===== config.mk =====
export PLATFORM = sky130hd
export DESIGN_NAME = aws_alu
export DESIGN_NICKNAME = d
export VERILOG_FILES = /design/src/common/aws_pkg.sv /design/src/aws_alu.sv /design/src/aws_core.sv
export SDC_FILE = /design/constraint.sdc
export NUM_CORES = 1
export LEC_CHECK = 0
export ABC_CLOCK_PERIOD_IN_PS = 5550
export BUFFER_PORTS_ARGS = -buffer_cell sky130_fd_sc_hd__buf_2
export CAP_MARGIN = 20
export CORE_AREA = 2 2 94 96
export CTS_CLUSTER_DIAMETER = 60
export DETAILED_ROUTE_END_ITERATION = 7
export DIE_AREA = 0 0 96 98
export PLACE_DENSITY_LB_ADDON = 0.25
export SLEW_MARGIN = 20
export SYNTH_ARGS = -nofsm -noshare
export SYNTH_HDL_FRONTEND = slang
export SYNTH_SLANG_ARGS = --single-unit

===== constraint.sdc =====
create_clock -name I_CLK -period 5.55 [get_ports I_CLK]
set_input_delay 0.8325 -clock I_CLK [delete_from_list [all_inputs] [get_ports I_CLK]]
set_output_delay 0.8325 -clock I_CLK [all_outputs]
set_load 0.01 [all_outputs]

===== src/common/aws_pkg.sv =====
// Package of constants and types for the ALU with status flags
package aws_pkg;
	localparam int DATA_W = 8;
	localparam logic [6:0] STATUS_ADDR = 7'h03;
	localparam logic [7:0] STATUS_RESET = 8'h00;
	localparam int BIT_C = 0;
	localparam int BIT_DC = 1;
	localparam int BIT_Z = 2;
	localparam int BIT_PD = 3;
	localparam int BIT_TO = 4;
	localparam int BIT_BANK = 5;
	localparam int BIT_SP1 = 6;
	localparam int BIT_SP0 = 7;
	localparam logic [7:0] FLAG_MASK = 8'h07;
	localparam logic [7:0] RO_MASK = 8'h18;
	localparam logic [7:0] WR_MASK = 8'he7;
	typedef enum logic [3:0] {
		AWS_OP_PASS = 4'h0,
		AWS_OP_ADD = 4'h1,
		AWS_OP_SUB = 4'h2,
		AWS_OP_AND = 4'h3,
		AWS_OP_OR = 4'h4,
		AWS_OP_XOR = 4'h5,
		AWS_OP_COM = 4'h6,
		AWS_OP_INC = 4'h7,
		AWS_OP_DEC = 4'h8,
		AWS_OP_RL = 4'h9,
		AWS_OP_RR = 4'ha,
		AWS_OP_SWAP = 4'hb,
		AWS_OP_CLR = 4'hc
	} aws_op_t;
	typedef enum logic [1:0] {
		AWS_SRC_FILE = 2'h0,
		AWS_SRC_IMM = 2'h1,
		AWS_SRC_ACC = 2'h2
	} aws_src_t;
	typedef enum logic [1:0] {
		AWS_AFF_NONE = 2'h0,
		AWS_AFF_Z = 2'h1,
		AWS_AFF_CZ = 2'h2,
		AWS_AFF_ALL = 2'h3
	} aws_aff_t;
endpackage : aws_pkg


===== src/aws_alu.sv =====
// ALU with working accumulator and status flag register
// Behaviour
// - 8-bit add, subtract, shift, logic operations
// - Accumulator plus file or immediate operand
// - Single operand from accumulator or file
// - Flags update only when instruction affects them or writes status
// - Subtract carries hold inverted borrow
// - Status at file 03h, writable destination
// - Affected flag bits ignore writes from flag-affecting results
// - Bit 5 selects data RAM bank
// - Bit 4 timeout, read-only, hardware set/clear
// - Bit 3 power-down, read-only, hardware set/clear
// - Bit 1 low nibble carry or not-borrow
// - Bit 0 carry out or not-borrow
`timescale 1ns/1ps
`default_nettype none
module aws_alu (
	input wire logic I_CLK,
	input wire logic I_RST,
	input wire logic i_exec,
	input wire aws_pkg::aws_op_t i_op,
	input wire aws_pkg::aws_src_t i_src,
	input wire aws_pkg::aws_aff_t i_affect,
	input wire logic [7:0] i_file_data,
	input wire logic [7:0] i_imm,
	input wire logic i_dest_file,
	input wire logic [6:0] i_dest_addr,
	input wire logic i_bit_op,
	input wire logic i_bit_set,
	input wire logic [2:0] i_bit_idx,
	input wire logic i_wdt_timeout,
	input wire logic i_wdt_clear,
	input wire logic i_sleep,
	input wire logic i_low_voltage_reset,
	output logic [7:0] o_result,
	output logic o_result_valid,
	output logic [7:0] o_acc,
	output logic [7:0] o_status,
	output logic o_ram_bank_select
);
	logic [7:0] acc;
	logic [7:0] status;
	logic [2:0] upper_bits;
	logic [2:0] flag_bits;
	logic timeout_flag;
	logic power_down_flag;
	logic [7:0] operand_a;
	logic [7:0] operand_b;
	logic [7:0] core_res;
	logic core_c;
	logic core_dc;
	logic [7:0] res;
	logic [7:0] next_flags;
	logic status_dest;
	logic [7:0] next_status_wr;

	function automatic logic [7:0] bit_mask(input logic [2:0] idx);
		bit_mask = 8'h01 << idx;
	endfunction : bit_mask

	function automatic logic affects(input aws_pkg::aws_aff_t a,
		input int b);
		case (a)
			aws_pkg::AWS_AFF_ALL: affects = 1'b1;
			aws_pkg::AWS_AFF_CZ: affects = (b != aws_pkg::BIT_DC);
			aws_pkg::AWS_AFF_Z: affects = (b == aws_pkg::BIT_Z);
			default: affects = 1'b0;
		endcase
	endfunction : affects

	// Operand select
	always_comb begin
		operand_a = acc;
		case (i_src)
			aws_pkg::AWS_SRC_IMM: operand_b = i_imm;
			aws_pkg::AWS_SRC_ACC: operand_b = acc;
			default: operand_b = i_file_data;
		endcase
	end

	aws_core u_core (
		.i_op(i_op),
		.i_a(operand_a),
		.i_b(operand_b),
		.i_carry(status[aws_pkg::BIT_C]),
		.o_res(core_res),
		.o_carry(core_c),
		.o_nib_carry(core_dc)
	);

	// Bit set/clear acts on the file operand
	always_comb begin
		if (i_bit_op) begin
			if (i_bit_set) begin
				res = i_file_data | bit_mask(i_bit_idx);
			end else begin
				res = i_file_data & ~bit_mask(i_bit_idx);
			end
		end else begin
			res = core_res;
		end
	end

	// Flags computed from the operation
	always_comb begin
		next_flags = 8'h00;
		next_flags[aws_pkg::BIT_C] = core_c;
		next_flags[aws_pkg::BIT_DC] = core_dc;
		next_flags[aws_pkg::BIT_Z] = (core_res == 8'h00);
	end

	assign status_dest = i_dest_file && (i_dest_addr == aws_pkg::STATUS_ADDR);

	// Status value from a file write, then flags override
	always_comb begin
		next_status_wr = status;
		if (i_exec && status_dest) begin
			next_status_wr = (status & ~aws_pkg::WR_MASK)
				| (res & aws_pkg::WR_MASK);
		end
		for (int b = 0; b < 3; b++) begin
			if (i_exec && !i_bit_op && affects(i_affect, b)) begin
				next_status_wr[b] = next_flags[b];
			end
		end
	end

	// Arithmetic, bank and spare bits
	always_ff @(posedge I_CLK) begin
		if (I_RST || i_low_voltage_reset) begin
			upper_bits <= aws_pkg::STATUS_RESET[7:5];
			flag_bits <= aws_pkg::STATUS_RESET[2:0];
		end else begin
			upper_bits <= next_status_wr[7:5];
			flag_bits <= next_status_wr[2:0];
		end
	end

	// Timeout flag, set wins over clear
	always_ff @(posedge I_CLK) begin
		if (I_RST || i_low_voltage_reset) begin
			timeout_flag <= aws_pkg::STATUS_RESET[aws_pkg::BIT_TO];
		end else if (i_wdt_timeout) begin
			timeout_flag <= 1'b1;
		end else if (i_wdt_clear || i_sleep) begin
			timeout_flag <= 1'b0;
		end
	end

	// Power-down flag, clear wins over sleep
	always_ff @(posedge I_CLK) begin
		if (I_RST || i_low_voltage_reset || i_wdt_clear) begin
			power_down_flag <= aws_pkg::STATUS_RESET[aws_pkg::BIT_PD];
		end else if (i_sleep) begin
			power_down_flag <= 1'b1;
		end
	end

	// Status word gathered from its separately owned parts
	always_comb begin
		status = aws_pkg::STATUS_RESET;
		status[7:5] = upper_bits;
		status[aws_pkg::BIT_TO] = timeout_flag;
		status[aws_pkg::BIT_PD] = power_down_flag;
		status[2:0] = flag_bits;
	end

	// Accumulator
	always_ff @(posedge I_CLK) begin
		if (I_RST) begin
			acc <= 8'h00;
		end else if (i_exec && !i_dest_file) begin
			acc <= res;
		end
	end

	// Result to file datapath
	always_ff @(posedge I_CLK) begin
		if (I_RST) begin
			o_result <= 8'h00;
			o_result_valid <= 1'b0;
		end else begin
			o_result <= res;
			o_result_valid <= i_exec && i_dest_file && !status_dest;
		end
	end

	assign o_acc = acc;
	assign o_status = status;
	assign o_ram_bank_select = status[aws_pkg::BIT_BANK];
endmodule : aws_alu
`default_nettype wire


===== src/aws_core.sv =====
// Combinational 8-bit arithmetic and logic core
`timescale 1ns/1ps
`default_nettype none
module aws_core (
	input wire aws_pkg::aws_op_t i_op,
	input wire logic [7:0] i_a,
	input wire logic [7:0] i_b,
	input wire logic i_carry,
	output logic [7:0] o_res,
	output logic o_carry,
	output logic o_nib_carry
);
	logic [8:0] sum;
	logic [4:0] nib;
	always_comb begin
		sum = 9'h000;
		nib = 5'h00;
		o_res = i_b;
		o_carry = i_carry;
		o_nib_carry = 1'b0;
		case (i_op)
			aws_pkg::AWS_OP_PASS: o_res = i_b;
			aws_pkg::AWS_OP_ADD: begin
				sum = {1'b0, i_a} + {1'b0, i_b};
				nib = {1'b0, i_a[3:0]} + {1'b0, i_b[3:0]};
				o_res = sum[7:0];
				o_carry = sum[8];
				o_nib_carry = nib[4];
			end
			aws_pkg::AWS_OP_SUB: begin // b minus a, borrow inverted
				sum = {1'b0, i_b} + {1'b0, ~i_a} + 9'h001;
				nib = {1'b0, i_b[3:0]} + {1'b0, ~i_a[3:0]} + 5'h01;
				o_res = sum[7:0];
				o_carry = sum[8];
				o_nib_carry = nib[4];
			end
			aws_pkg::AWS_OP_AND: o_res = i_a & i_b;
			aws_pkg::AWS_OP_OR: o_res = i_a | i_b;
			aws_pkg::AWS_OP_XOR: o_res = i_a ^ i_b;
			aws_pkg::AWS_OP_COM: o_res = ~i_b;
			aws_pkg::AWS_OP_INC: o_res = i_b + 8'h01;
			aws_pkg::AWS_OP_DEC: o_res = i_b - 8'h01;
			aws_pkg::AWS_OP_RL: begin
				o_res = {i_b[6:0], i_carry};
				o_carry = i_b[7];
			end
			aws_pkg::AWS_OP_RR: begin
				o_res = {i_carry, i_b[7:1]};
				o_carry = i_b[0];
			end
			aws_pkg::AWS_OP_SWAP: o_res = {i_b[3:0], i_b[7:4]};
			aws_pkg::AWS_OP_CLR: o_res = 8'h00;
			default: o_res = i_b;
		endcase
	end
endmodule : aws_core
`default_nettype wire


Word level (Yosys, flattened, before mapping). Cells that the tools add are included.

Input port bits: 44. Register bits after elaboration: 25. Word-level logic and storage cells: 85.

Reductions and logical operators: 23. Bitwise logic cells: 10. Equality and inequality tests: 19. Add/subtract/negate cells: 8. Shift operators: 1. Muxes and demuxes: 15.

Operators with widths (number): $pmux W8 S12 (1); $not A8 Y8 (3); $eq A4 B4 Y1 const B (5); $add A8 B8 Y9 (2); $and A8 B8 Y8 (2); $eq A4 B3 Y1 const B (4); $mux W8 (2); $or A8 B8 Y8 (2); $pmux W8 S2 (1); $add A4 B4 Y5 (2); $add A9 B1 Y9 const B (1); $logic_and A1 B1 Y1 (9); $add A8 B1 Y8 const B (1); $eq A4 B2 Y1 const B (2); $logic_not A8 Y1 (1); $mux W1 (8); $or A5 B8 Y8 (1); $reduce_bool A2 Y1 (4); $shl A1 B3 Y8 const A (1); $sub A8 B1 Y8 const B (1); $xor A8 B8 Y8 (1); $eq A7 B2 Y1 const B (1); $eq A2 B2 Y1 const B (3); $add A5 B1 Y5 const B (1); other kinds (12) (17).

Longest topological paths before layout. Gate-level depths: netlist of the first run.

Word-level depth: 9. Depth in mapped cells: 17. Depth with buffers taken out: 15.

By module. A second synthesis of the first run with hierarchy kept.

Cells, all modules: 499. Area total of the unflattened synthesis: 3530.9 um^2.

Modules (own cells, without submodules): aws_core (instances 1, seq. area each 0.0 um^2, area each 2144.6 um^2, cells an instance 328); aws_alu (instances 1, seq. area each 500.5 um^2, area each 1386.3 um^2, cells an instance 171).

Worst setup path after synthesis of the first run. No wires, ideal clock.

Kind: input to register. Start point: in i_src[0]. End point: reg upper_bits[2]. Buffers on the path: 2. Setup slack: 1.097 ns. Arrival time: 4.357 ns. Stages on the path: 16. Path through: inv_1 ha_1 buf_2 buf_2 a221o_1 nand2_1 inv_1 ha_1 a31o_2 a221oi_4 a21oi_2 or4_1 a311o_1 a32oi_1 nor2_1 o41ai_2.

Word-level cells in the longest chain between the ends: 7. Elaborated cells between the ends (all ways): 15. Those cells by class: add/sub (5); eq/ne (2); mux (3); bitwise (5).

Ends and longest elaborated chain: start: declaration (line aws_alu.sv:22) `input wire aws_pkg::aws_src_t i_src,`; $eq A2 B2 Y1 / $eq A2 B1 Y1 (equally long branches) (line aws_alu.sv:74) `case (i_src)`; $pmux W8 S2 (*) (line aws_alu.sv:74); $add A8 B8 Y9 (line aws_core.sv:31) `sum = {1'b0, i_b} + {1'b0, ~i_a} + 9'h001;`; $add A9 B1 Y9 (line aws_core.sv:31); $pmux W8 S12 (*) (line aws_core.sv:21) `case (i_op)`; $mux W8 (*) (line aws_alu.sv:93) `if (i_bit_op) begin`; $or A5 B8 Y8 (*) (line aws_alu.sv:119) `| (res & aws_pkg::WR_MASK);`; end signal: assignment (line aws_alu.sv:131) `upper_bits <= aws_pkg::STATUS_RESET[7:5];`; end signal: assignment (line aws_alu.sv:134) `upper_bits <= next_status_wr[7:5];`; end: declaration (line aws_alu.sv:43) `logic [2:0] upper_bits;`.

Every way passes the cells marked *; elsewhere a longest branch is shown, timed or not. A chain may end at the register's enable or synchronous reset.

Worst setup path in the final report of the first run. Same ends and word-level chain as after synthesis.

==> metrics, run 1 <==
Yosys reg bits 25; sequential area share after synthesis 14.3%; hold path depth 2; crit share post-route roughly four fifths; initial antenna violation count 0; Total Wirelength 13200 µm; # IOs 70; DRT iter0 DRCs 431; GR Util met1 37.9%; Pins Over Slew Limit 0; Initial DRT Pass Iterations 7; Net Sw Frac 45.0%; Top FF cell, synth dfxtp_1; DRC violations left 0; vias approximately 4200; clk slew on worst S/H paths 0.09 ns; f_max 220 MHz; crit path capture type register; Slew HR 22.3%; Yosys Warn Count 0; FF-to-FF setup slack 1.73 ns; Combinational Power Share 55.0%; most frequent cells in the layout buf_2 (69), nor2_1 (45), nand2_1 (44); htree depth 1; worst slew pin tran around 1.2 ns; first-pass GRT wire length 20800 µm; GP Congestion 0.994; Final Instance Count excl. Fillers 653; Setup Crit Path Kind input port to register; Hold Path Class register to register; Post-synth ARST share 0%; GRT Resource Usage Total about 28%; Via-to-Cell Ratio 6.36; Nets 626; Setup Skew just under 0.007 ns; post-synthesis cell count 497; vias in the first global route 3926; n_diodes 0; design area just under 0.004 mm²; max-capacitance violation count 0; cts hold-fix bufs 0; synthesized net count 577; GRT busiest layer met2; Area after DPL 0.00387 mm²; Worst Path Max Fanout 17; Startpoint Class input port; Sw Pwr 311 µW; RSZ-0062 raised after global routing false; IO Port Bufs 69; Worst EP arrival 4.73 ns; grt met2 use 44.5%; die area 0.00941 mm²; wire length per cell about 20 µm; DP HPWL between 10000 and 15000 µm; Initial Utilization 41.2%; PwrDens 176 mW/mm²; Setup-failing EPs final 0; Final Hold Viols 0; Longest Clk Path Bufs 2; LEAKAGE 1.66 nW; largest net degree at the start of global routing 36; Post-synth EDFFs 0; Layout area overhead 12.4%; Site Rows 34; Distinct cells, synth 67; Placed Instances 649; Gates resized, CTS repair 0; layout cells sized above 1 16.7%; Clock Power Share 16.0%; clk root buf clkbuf_8; Horiz. Die Dim 96 µm; core area 0.00847 mm²; Post-DRT Antenna Nets 0; Die H 98 µm; run status complete, no violations; Data required, critical path 5.74 ns; sequential power share 29.0%; Sum Neg Setup Slack 0 ns; clock sink total 25; number of CTS-inserted buffers 3; total gr overflow 0; Pwr Total 691 µW; Skew-Pair Late Insertion Delay 0.28 ns; setup bufs post-CTS 0; met3 usage under 10%; Worst IR Drop VDD 0.209 mV; Int Pwr 380 µW; R2R depth 12; CTS tree built; post-layout minimum cycle time 4.54 ns; Post-Synthesis Cell Area 0.00349 mm²; average size of a mapped cell 7.02 µm²; most common cell after layout, fill and taps aside buf_2
## logic make-up (layout without fill, tap and decap cells)
| group | after synthesis | in the layout | share of synthesized area (%) |
|---|---|---|---|
| mux | 9 | 9 | 2.65 |
| compound gates | 172 | 172 | 34.0 |
| xor+xnor | 6 | 6 | 1.51 |
| fa+ha+maj | 36 | 36 | 13.6 |
| flops | 25 | 25 | 14.3 |
| simple gates | 180 | 180 | 25.6 |
| buf+inv | 69 | 117 | 8.32 |
## Yosys cell counts, types with 5 or more instances
cell type  instances  area (µm²)
a22oi_1            8        60.1
nor2b_1           13        81.3
nor2_1            45         169
a211oi_1           6        45.0
clkbuf_1          20        75.1
nand3_1           10        50.1
dfxtp_1           25         500
buf_2              7        35.0
nand2_1           44         165
o211ai_1           9        67.6
a21oi_1           38         190
or3_1              6        37.5
inv_1             34         128
mux2i_1            7        70.1
xnor2_1            5        43.8
ha_1              33         413
nand2b_1           8        50.1
a221oi_1           6        52.6
a31oi_1            5        31.3
nor3_1            20         100
o31ai_1            7        52.6
nand4_1            7        43.8
o22ai_1            9        56.3
o21ai_0           32         160
## path summary, 6_finish.rpt
check	start	to
worst max-delay path	i_src[0]	upper_bits[2]
worst min-delay path	upper_bits[1]	upper_bits[1]
worst max register to register	o_acc[1]	upper_bits[2]
worst min register to register	upper_bits[1]	upper_bits[1]
## layout make-up
cell class / instances / area (µm²)
clock buffer: 3 / 41.3
clock inverter: 1 / 5.00
fill: 900 / 4540
inverter: 36 / 135
multi-input combinational: 403 / 2700
sequential: 25 / 500
tap: 108 / 135
timing repair buffer: 77 / 405
## power groups by stage
stage	sequential [mW]	combinational, mW	clock [mW]
floorplan	0.205	0.250	0
global placement	0.204	0.368	0
detailed placement	0.204	0.369	0
CTS	0.200	0.370	0.110
global route	0.202	0.413	0.119
finish	0.200	0.380	0.111
## critical path, cell delays in order
cell and delay, ns:
buf_2 0.09, inv_1 0.04, ha_1 0.47, a221o_1 0.35, nand2_1 0.32, inv_1 0.16
ha_1 0.32, a31o_2 0.27, a221oi_4 0.36, a21oi_2 0.13, or4_1 0.42, a311o_1 0.32
a32oi_1 0.23, nor2_1 0.12, o41ai_2 0.30
## through the flow
stage | setup WS, ns | hold WS (ns) | utilization (%)
CTS | 1.06 | 0.468 | 46.3
global route | 0.778 | 0.515 | 46.3
finish | 1.01 | 0.473 | 46.3
detailed placement | 0.750 | 0.453 | 45.8
global placement | 0.867 | 0.444 | 45.8
floorplan | 1.10 | 0.452 | -
## flip-flops by register name (all words and copies together), names as in the netlist
| name | cells |
|---|---|
| power_down_flag | 1 |
| flag_bits | 3 |
| o_result_valid | 1 |
| o_acc | 8 |
| o_result | 8 |
| upper_bits | 3 |
| timeout_flag | 1 |
## routing by layer
metal	up-vias	share of wire [%]
met5	-	0
met4	0	4.5
met3	48	8.5
met2	246	45
met1	1931	42
li1	1931	-
No activity file was read; power rests on OpenSTA's default activity.
==> inputs of run 2 (changes only) <==
--- a/config.mk
+++ b/config.mk
@@ -5,7 +5,7 @@
 export SDC_FILE = /design/constraint.sdc
 export NUM_CORES = 1
 export LEC_CHECK = 0
-export ABC_CLOCK_PERIOD_IN_PS = 5550
+export ABC_CLOCK_PERIOD_IN_PS = 3900
 export BUFFER_PORTS_ARGS = -buffer_cell sky130_fd_sc_hd__buf_2
 export CAP_MARGIN = 20
 export CORE_AREA = 2 2 94 96
==> constraint.sdc (replaced) <==
create_clock -name I_CLK -period 3.9 [get_ports I_CLK]
set_input_delay 0.585 -clock I_CLK [delete_from_list [all_inputs] [get_ports I_CLK]]
set_output_delay 0.585 -clock I_CLK [all_outputs]
set_load 0.01 [all_outputs]
==> run 2 against run 1 <==
  * Worst hold slack got worse by 0.015 ns
  * Non-clock buffer count rose by 64
  * Flip-flop and latch count did not move
  * Worst setup slack got worse by 0.82 ns
  * Register-to-register slack got worse by 1.1 ns
  * Clock-buffer cell count rose by 1
  * Die area did not move
  * Wire length rose by 6.7%
  * Cell area rose by 13%
  * Combinational power rose by 76%
  * Critical path type unchanged
==> metrics, run 2 (synthesis results as in run 1) <==
run status complete, no violations (unchanged); DP HPWL 11400 µm (was 10300 µm); Layout area overhead 26.9% (was 12.4%); Final Instance Count excl. Fillers 717 (was 653); layout cells sized above 1 26.1% (was 16.7%); r2r endpoint flag_bits[2] (was upper_bits[2]); Hold Path Class register to register (unchanged); core area 0.00847 mm² (unchanged); Nets 690 (was 626); Slew HR 23.1% (was 22.3%); largest net degree at the start of global routing 36 (unchanged); IO Port Bufs 69 (unchanged); Final Hold Viols 0 (unchanged); worst slew pin tran 1.14 ns (was 1.15 ns); Initial DRT Pass Iterations 5 (was 7); GP Congestion 0.977 (was 0.994); Site Rows 34 (unchanged); GRT Resource Usage Total 29.7% (was 28.0%); Area after DPL 0.00438 mm² (was 0.00387 mm²); clk slew on worst S/H paths 0.08 ns (was 0.09 ns); first-pass GRT wire length 21900 µm (was 20800 µm); Die H 98 µm (unchanged); Hold Crit Endpoint upper_bits[1] (unchanged); Setup Skew 0.00463 ns (was 0.00678 ns); post-layout minimum cycle time 3.71 ns; Placed Instances 713 (was 649); DRT iter0 DRCs 342 (was 431); Initial Utilization 41.2% (unchanged); hold_sp upper_bits[1] (unchanged); crit path capture type register (unchanged); FF-to-FF setup slack 0.60 ns (was 1.73 ns); n_diodes 0 (unchanged); Slowest-stage cell, CP fa_1 (was ha_1); hold_ws 0.458 ns (was 0.473 ns); CP bufs+invs 4 (was 3); pre-CTS setup slack -0.109 ns (was 0.750 ns); total gr overflow 0 (unchanged); cells along the critical path buf_2, ha_1, buf_4, nor2b_1, nor2_2, inv_1, ha_1, fa_1, nor2b_1, o2111ai_1, nand2_1, xnor2_1, a221oi_1, a22oi_1, buf_4, or2_2, o31ai_1 (was buf_2, inv_1, ha_1, a221o_1, nand2_1, inv_1, ha_1, a31o_2, a221oi_4, a21oi_2, or4_1, a311o_1, a32oi_1, nor2_1, o41ai_2); DRC violations left 0 (unchanged); most frequent cells in the layout buf_4 (72), buf_2 (69), nor2_1 (44) (was buf_2 (69), nor2_1 (45), nand2_1 (44)); Skew-Pair Late Insertion Delay 0.27 ns (was 0.28 ns); Total Wirelength 14100 µm (was 13200 µm); CTS tree built (unchanged); Via-to-Cell Ratio 6.06 (was 6.36); Setup Crit Path Kind input port to register (unchanged); Reg2Reg Launch Point o_acc[0] (was o_acc[1]); design area 0.00443 mm² (was 0.00392 mm²); # IOs 70 (unchanged); vias in the first global route 4104 (was 3926); htree depth 1 (unchanged); crit share post-route between 90% and 100%; most common cell after layout, fill and taps aside buf_4 (was buf_2); clk root buf clkbuf_8 (unchanged); number of CTS-inserted buffers 3 (unchanged); Gates resized, CTS repair 0 (unchanged); Post-DRT Antenna Nets 0 (unchanged); hold path depth 2 (unchanged); LEAKAGE 1.97 nW (was 1.66 nW); vias 4346 (was 4156); Worst IR Drop VDD 0.283 mV (was 0.209 mV); Data required, critical path 4.09 ns (was 5.74 ns); Sum Neg Setup Slack 0 ns (unchanged); Setup-failing EPs final 0 (unchanged); wire length per cell 19.6 µm (was 20.2 µm); CP delay by family, top adder cells (was compound AO/OA/AOI/OAI gates); Pwr Total 1.10 mW (was 691 µW); Pins Over Slew Limit 0 (unchanged); utilization after layout 52.3% (was 46.3%); initial antenna violation count 0 (unchanged); Worst EP arrival 3.90 ns (was 4.73 ns); setup bufs post-CTS 0 (unchanged); Final WS setup 0.189 ns (was 1.01 ns); max-capacitance violation count 0 (unchanged); Worst Path Max Fanout 13 (was 17); cts hold-fix bufs 0 (unchanged); Startpoint Class input port (unchanged); R2R depth 15 (was 12); Worst path max stage delay 0.39 ns (was 0.47 ns); clock sink total 25 (unchanged); PwrDens 249 mW/mm² (was 176 mW/mm²); die area 0.00941 mm² (unchanged); Longest Clk Path Bufs 2 (unchanged); f_max about 270 MHz; Horiz. Die Dim 96 µm (unchanged)
## run 2: cell types whose count changed in the layout (fill, tap and decap cells not counted), sizes merged
cell,delta
clkinv,-1
clkbuf,+1
buf,+64
## run 2: power breakdown
group / switching [mW] / internal [mW] / leakage [nW] / total [mW]
logic: 0.381 / 0.290 / 1.74 / 0.670
registers: 0.00940 / 0.270 / 0.205 / 0.280
clock network: 0.0788 / 0.0731 / 0.0228 / 0.152
total: 0.469 / 0.633 / 1.97 / 1.10
## run 2: worst max-delay path by stage
stage	endpoint	depth (start not counted)	startpoint
after floorplan	upper_bits[2]	16	i_src[0]
after global placement	o_result[7]	16	i_src[0]
after detailed placement	flag_bits[2]	16	i_src[1]
after CTS	flag_bits[2]	16	i_src[1]
after global routing	flag_bits[2]	18	i_src[0]
final	flag_bits[2]	17	i_src[1]
## run 2: worst register-to-register path, stage by stage (launching register included)
cell and delay (ns):
dfxtp_1 0.33, a221oi_1 0.37, buf_4 0.19, nor2_2 0.06, ha_1 0.23, inv_1 0.09, fa_1 0.18, nor2_1 0.05
o311a_1 0.32, nand4_1 0.09, o21ai_0 0.11, a2111oi_1 0.40, a22oi_1 0.14, buf_4 0.21, or2_2 0.28, o31ai_1 0.18
## run 2: per-layer routing
| layer | wire length [µm] | vias to the layer above | part of all wire (%) | global-route usage, % |
|---|---|---|---|---|
| met4 | 531 | 0 | 3.8 | 11.4 |
| met1 | 5850 | 2034 | 42 | 39.2 |
| li1 | - | 2058 | - | - |
| met3 | 969 | 36 | 6.9 | 2.47 |
| met5 | 0 | - | 0 | 0 |
| met2 | 6720 | 218 | 48 | 49.6 |
## run 2: layout make-up
type / instances / area (µm²)
multi-input combinational: 403 / 2730
inverter: 36 / 135
sequential: 25 / 500
timing repair buffer: 141 / 886
tap: 108 / 135
fill: 860 / 4040
clock buffer: 4 / 45.0
==> inputs of run 3 (changes only) <==
--- a/config.mk
+++ b/config.mk
@@ -5,7 +5,7 @@
 export SDC_FILE = /design/constraint.sdc
 export NUM_CORES = 1
 export LEC_CHECK = 0
-export ABC_CLOCK_PERIOD_IN_PS = 3900
+export ABC_CLOCK_PERIOD_IN_PS = 4800
 export BUFFER_PORTS_ARGS = -buffer_cell sky130_fd_sc_hd__buf_2
 export CAP_MARGIN = 20
 export CORE_AREA = 2 2 94 96
==> constraint.sdc (replaced) <==
create_clock -name I_CLK -period 4.8 [get_ports I_CLK]
set_input_delay 0.72 -clock I_CLK [delete_from_list [all_inputs] [get_ports I_CLK]]
set_output_delay 0.72 -clock I_CLK [all_outputs]
set_load 0.01 [all_outputs]
==> run 3 against run 2 <==
  * Sequential share of layout area up 1.1 points
  * Critical path type unchanged
  * Critical path depth is 2 lower
  * Wire length shrank 5.3%
  * Worst hold slack improved by 0.0012 ns
  * Power is 25% lower
  * Combinational power down 30%
  * Die area stayed put
  * Cell area decreased by 9.0%
  * Largest cell class unchanged
  * Via count shrank 3.6%
  * Cell count fell by 6.8%
  * First-iteration DRC count increased by 30%
==> metrics, run 3 (synthesis results as in run 1) <==
most used cell, CP inv_1; Setup Crit Path Kind input port to register (unchanged); clk slew on worst S/H paths 0.08 ns (about the same); Sum Neg Setup Slack 0 ns (unchanged); total gr overflow 0 (unchanged); Site Rows 34 (unchanged); hold_sp upper_bits[1] (unchanged); Gates resized, CTS repair 0 (unchanged); design area 0.00403 mm² (was 0.00443 mm²); htree depth 1 (unchanged); Area after DPL 0.00399 mm² (was 0.00438 mm²); Initial Utilization 41.2% (unchanged); vias 4191 (was 4346); GRT Resource Usage Total 28.4% (was 29.7%); number of CTS-inserted buffers 3 (unchanged); vias in the first global route 3956 (was 4104); Pins Over Slew Limit 0 (unchanged); CP delay by family, top compound AO/OA/AOI/OAI gates (was adder cells); RSZ-0062 raised after global routing false; run status complete, no violations (unchanged); post-layout minimum cycle time between 4 and 5 ns; # IOs 70 (unchanged); Worst path max stage delay 0.55 ns (was 0.39 ns); Worst IR Drop VDD 0.223 mV (was 0.283 mV); CP bufs+invs 4 (unchanged); DP HPWL 10400 µm (was 11400 µm); layout cells sized above 1 18.8% (was 26.1%); clk root buf clkbuf_8 (unchanged); worst slew pin tran 0.902 ns (was 1.14 ns); core area 0.00847 mm² (unchanged); f_max ~230 MHz; Data required, critical path 4.98 ns (was 4.09 ns); cts hold-fix bufs 0 (unchanged); wire length per cell 19.9 µm (was 19.6 µm); Post-DRT Antenna Nets 0 (unchanged); largest net degree at the start of global routing 36 (unchanged); initial antenna violation count 0 (unchanged); max-capacitance violation count 0 (unchanged); Layout area overhead 15.6% (was 26.9%); setup bufs post-CTS 0 (unchanged); first-pass GRT wire length 20900 µm (was 21900 µm); r2r endpoint upper_bits[2] (was flag_bits[2]); LEAKAGE 1.73 nW (was 1.97 nW); Slew HR 39.7% (was 23.1%); CTS tree built (unchanged); PwrDens 204 mW/mm² (was 249 mW/mm²); Initial DRT Pass Iterations 6 (was 5); FF-to-FF setup slack 1.19 ns (was 0.60 ns); hold path depth 2 (unchanged); IO Port Bufs 69 (unchanged); crit path capture type register (unchanged); Hold Crit Endpoint upper_bits[1] (unchanged); Via-to-Cell Ratio 6.27 (was 6.06); clock sink total 25 (unchanged); Total Wirelength 13300 µm (was 14100 µm); Final Hold Viols 0 (unchanged); Horiz. Die Dim 96 µm (unchanged); DRT iter0 DRCs 445 (was 342); die area 0.00941 mm² (unchanged); Reg2Reg Launch Point o_acc[3] (was o_acc[0]); most frequent cells in the layout buf_2 (69), nor2_1 (45), nand2_1 (44) (was buf_4 (72), buf_2 (69), nor2_1 (44)); Worst Path Max Fanout 17 (was 13); cells along the critical path buf_2, inv_1, ha_1, inv_1, o21ai_1, inv_1, ha_1, nor2_1, a221oi_1, o31ai_1, a221oi_1, mux2_2, a32oi_1, nor2_1, o41ai_2 (was buf_2, ha_1, buf_4, nor2b_1, nor2_2, inv_1, ha_1, fa_1, nor2b_1, o2111ai_1, nand2_1, xnor2_1, a221oi_1, a22oi_1, buf_4, or2_2, o31ai_1); GP Congestion 1.06 (was 0.977); Startpoint Class input port (unchanged); DRC violations left 0 (unchanged); Setup Skew 0.00391 ns (was 0.00463 ns); utilization after layout 47.6% (was 52.3%); crit share post-route between 80% and 90%; most common cell after layout, fill and taps aside buf_2 (was buf_4); Worst path depth 15 (was 17); Longest Clk Path Bufs 2 (unchanged); Pwr Total 823 µW (was 1.10 mW); Slowest-stage cell, CP ha_1 (was fa_1); Skew-Pair Late Insertion Delay 0.27 ns (about the same); R2R depth 12 (was 15); Setup-failing EPs final 0 (unchanged); Hold Path Class register to register (unchanged); Die H 98 µm (unchanged); n_diodes 0 (unchanged); Nets 641 (was 690); Worst EP arrival 4.48 ns (was 3.90 ns)
-- run 3: metal layers --
metal	GRT usage [%]	vias to the layer above	part of all wire (%)
li1	-	1958	-
met5	0	-	0
met1	39.0	1887	40
met2	44.2	289	45
met4	12.4	0	4.6
met3	3.63	57	11
-- run 3: stage by stage --
stage | worst slack, ns | hold WS [ns] | std cells
2_1_floorplan | 0.460 | 0.452 | 497
3_3_place_gp | 0.454 | 0.447 | 664
3_5_place_dp | 0.292 | 0.450 | 664
4_1_cts | 0.553 | 0.466 | 668
5_1_grt | 0.165 | 0.483 | 668
6_report | 0.494 | 0.459 | 668
-- run 3: layout make-up --
class | instances | area (µm²)
clock buffers | 4 | 45.0
fillers | 888 | 4430
flip-flops and latches | 25 | 500
multi-input cells | 403 | 2700
well taps | 108 | 135
repair buffers | 92 | 518
inverters | 36 | 135
-- run 3: worst reg2reg max path: stages, from the launching register on --
cell	delay (ns)
dfxtp_1	0.36
a221o_1	0.33
o21ai_1	0.25
inv_1	0.18
ha_1	0.52
nor2_1	0.07
a221oi_1	0.27
o31ai_1	0.17
a221oi_1	0.29
mux2_2	0.37
a32oi_1	0.26
nor2_1	0.12
o41ai_2	0.31
-- run 3: worst max path at each step --
stage	to	start	slack (ns)
floorplan	upper_bits[2]	i_src[0]	0.46
global placement	upper_bits[2]	i_src[0]	0.45
detailed placement	upper_bits[2]	i_src[0]	0.29
CTS	upper_bits[2]	i_src[0]	0.55
global route	upper_bits[2]	i_src[0]	0.16
finish	upper_bits[2]	i_src[0]	0.49
-- run 3: power breakdown --
| part | switching [mW] | internal [mW] |
|---|---|---|
| Clock | 0.0631 | 0.0594 |
| Combinational | 0.288 | 0.181 |
| Sequential | 0.0124 | 0.219 |
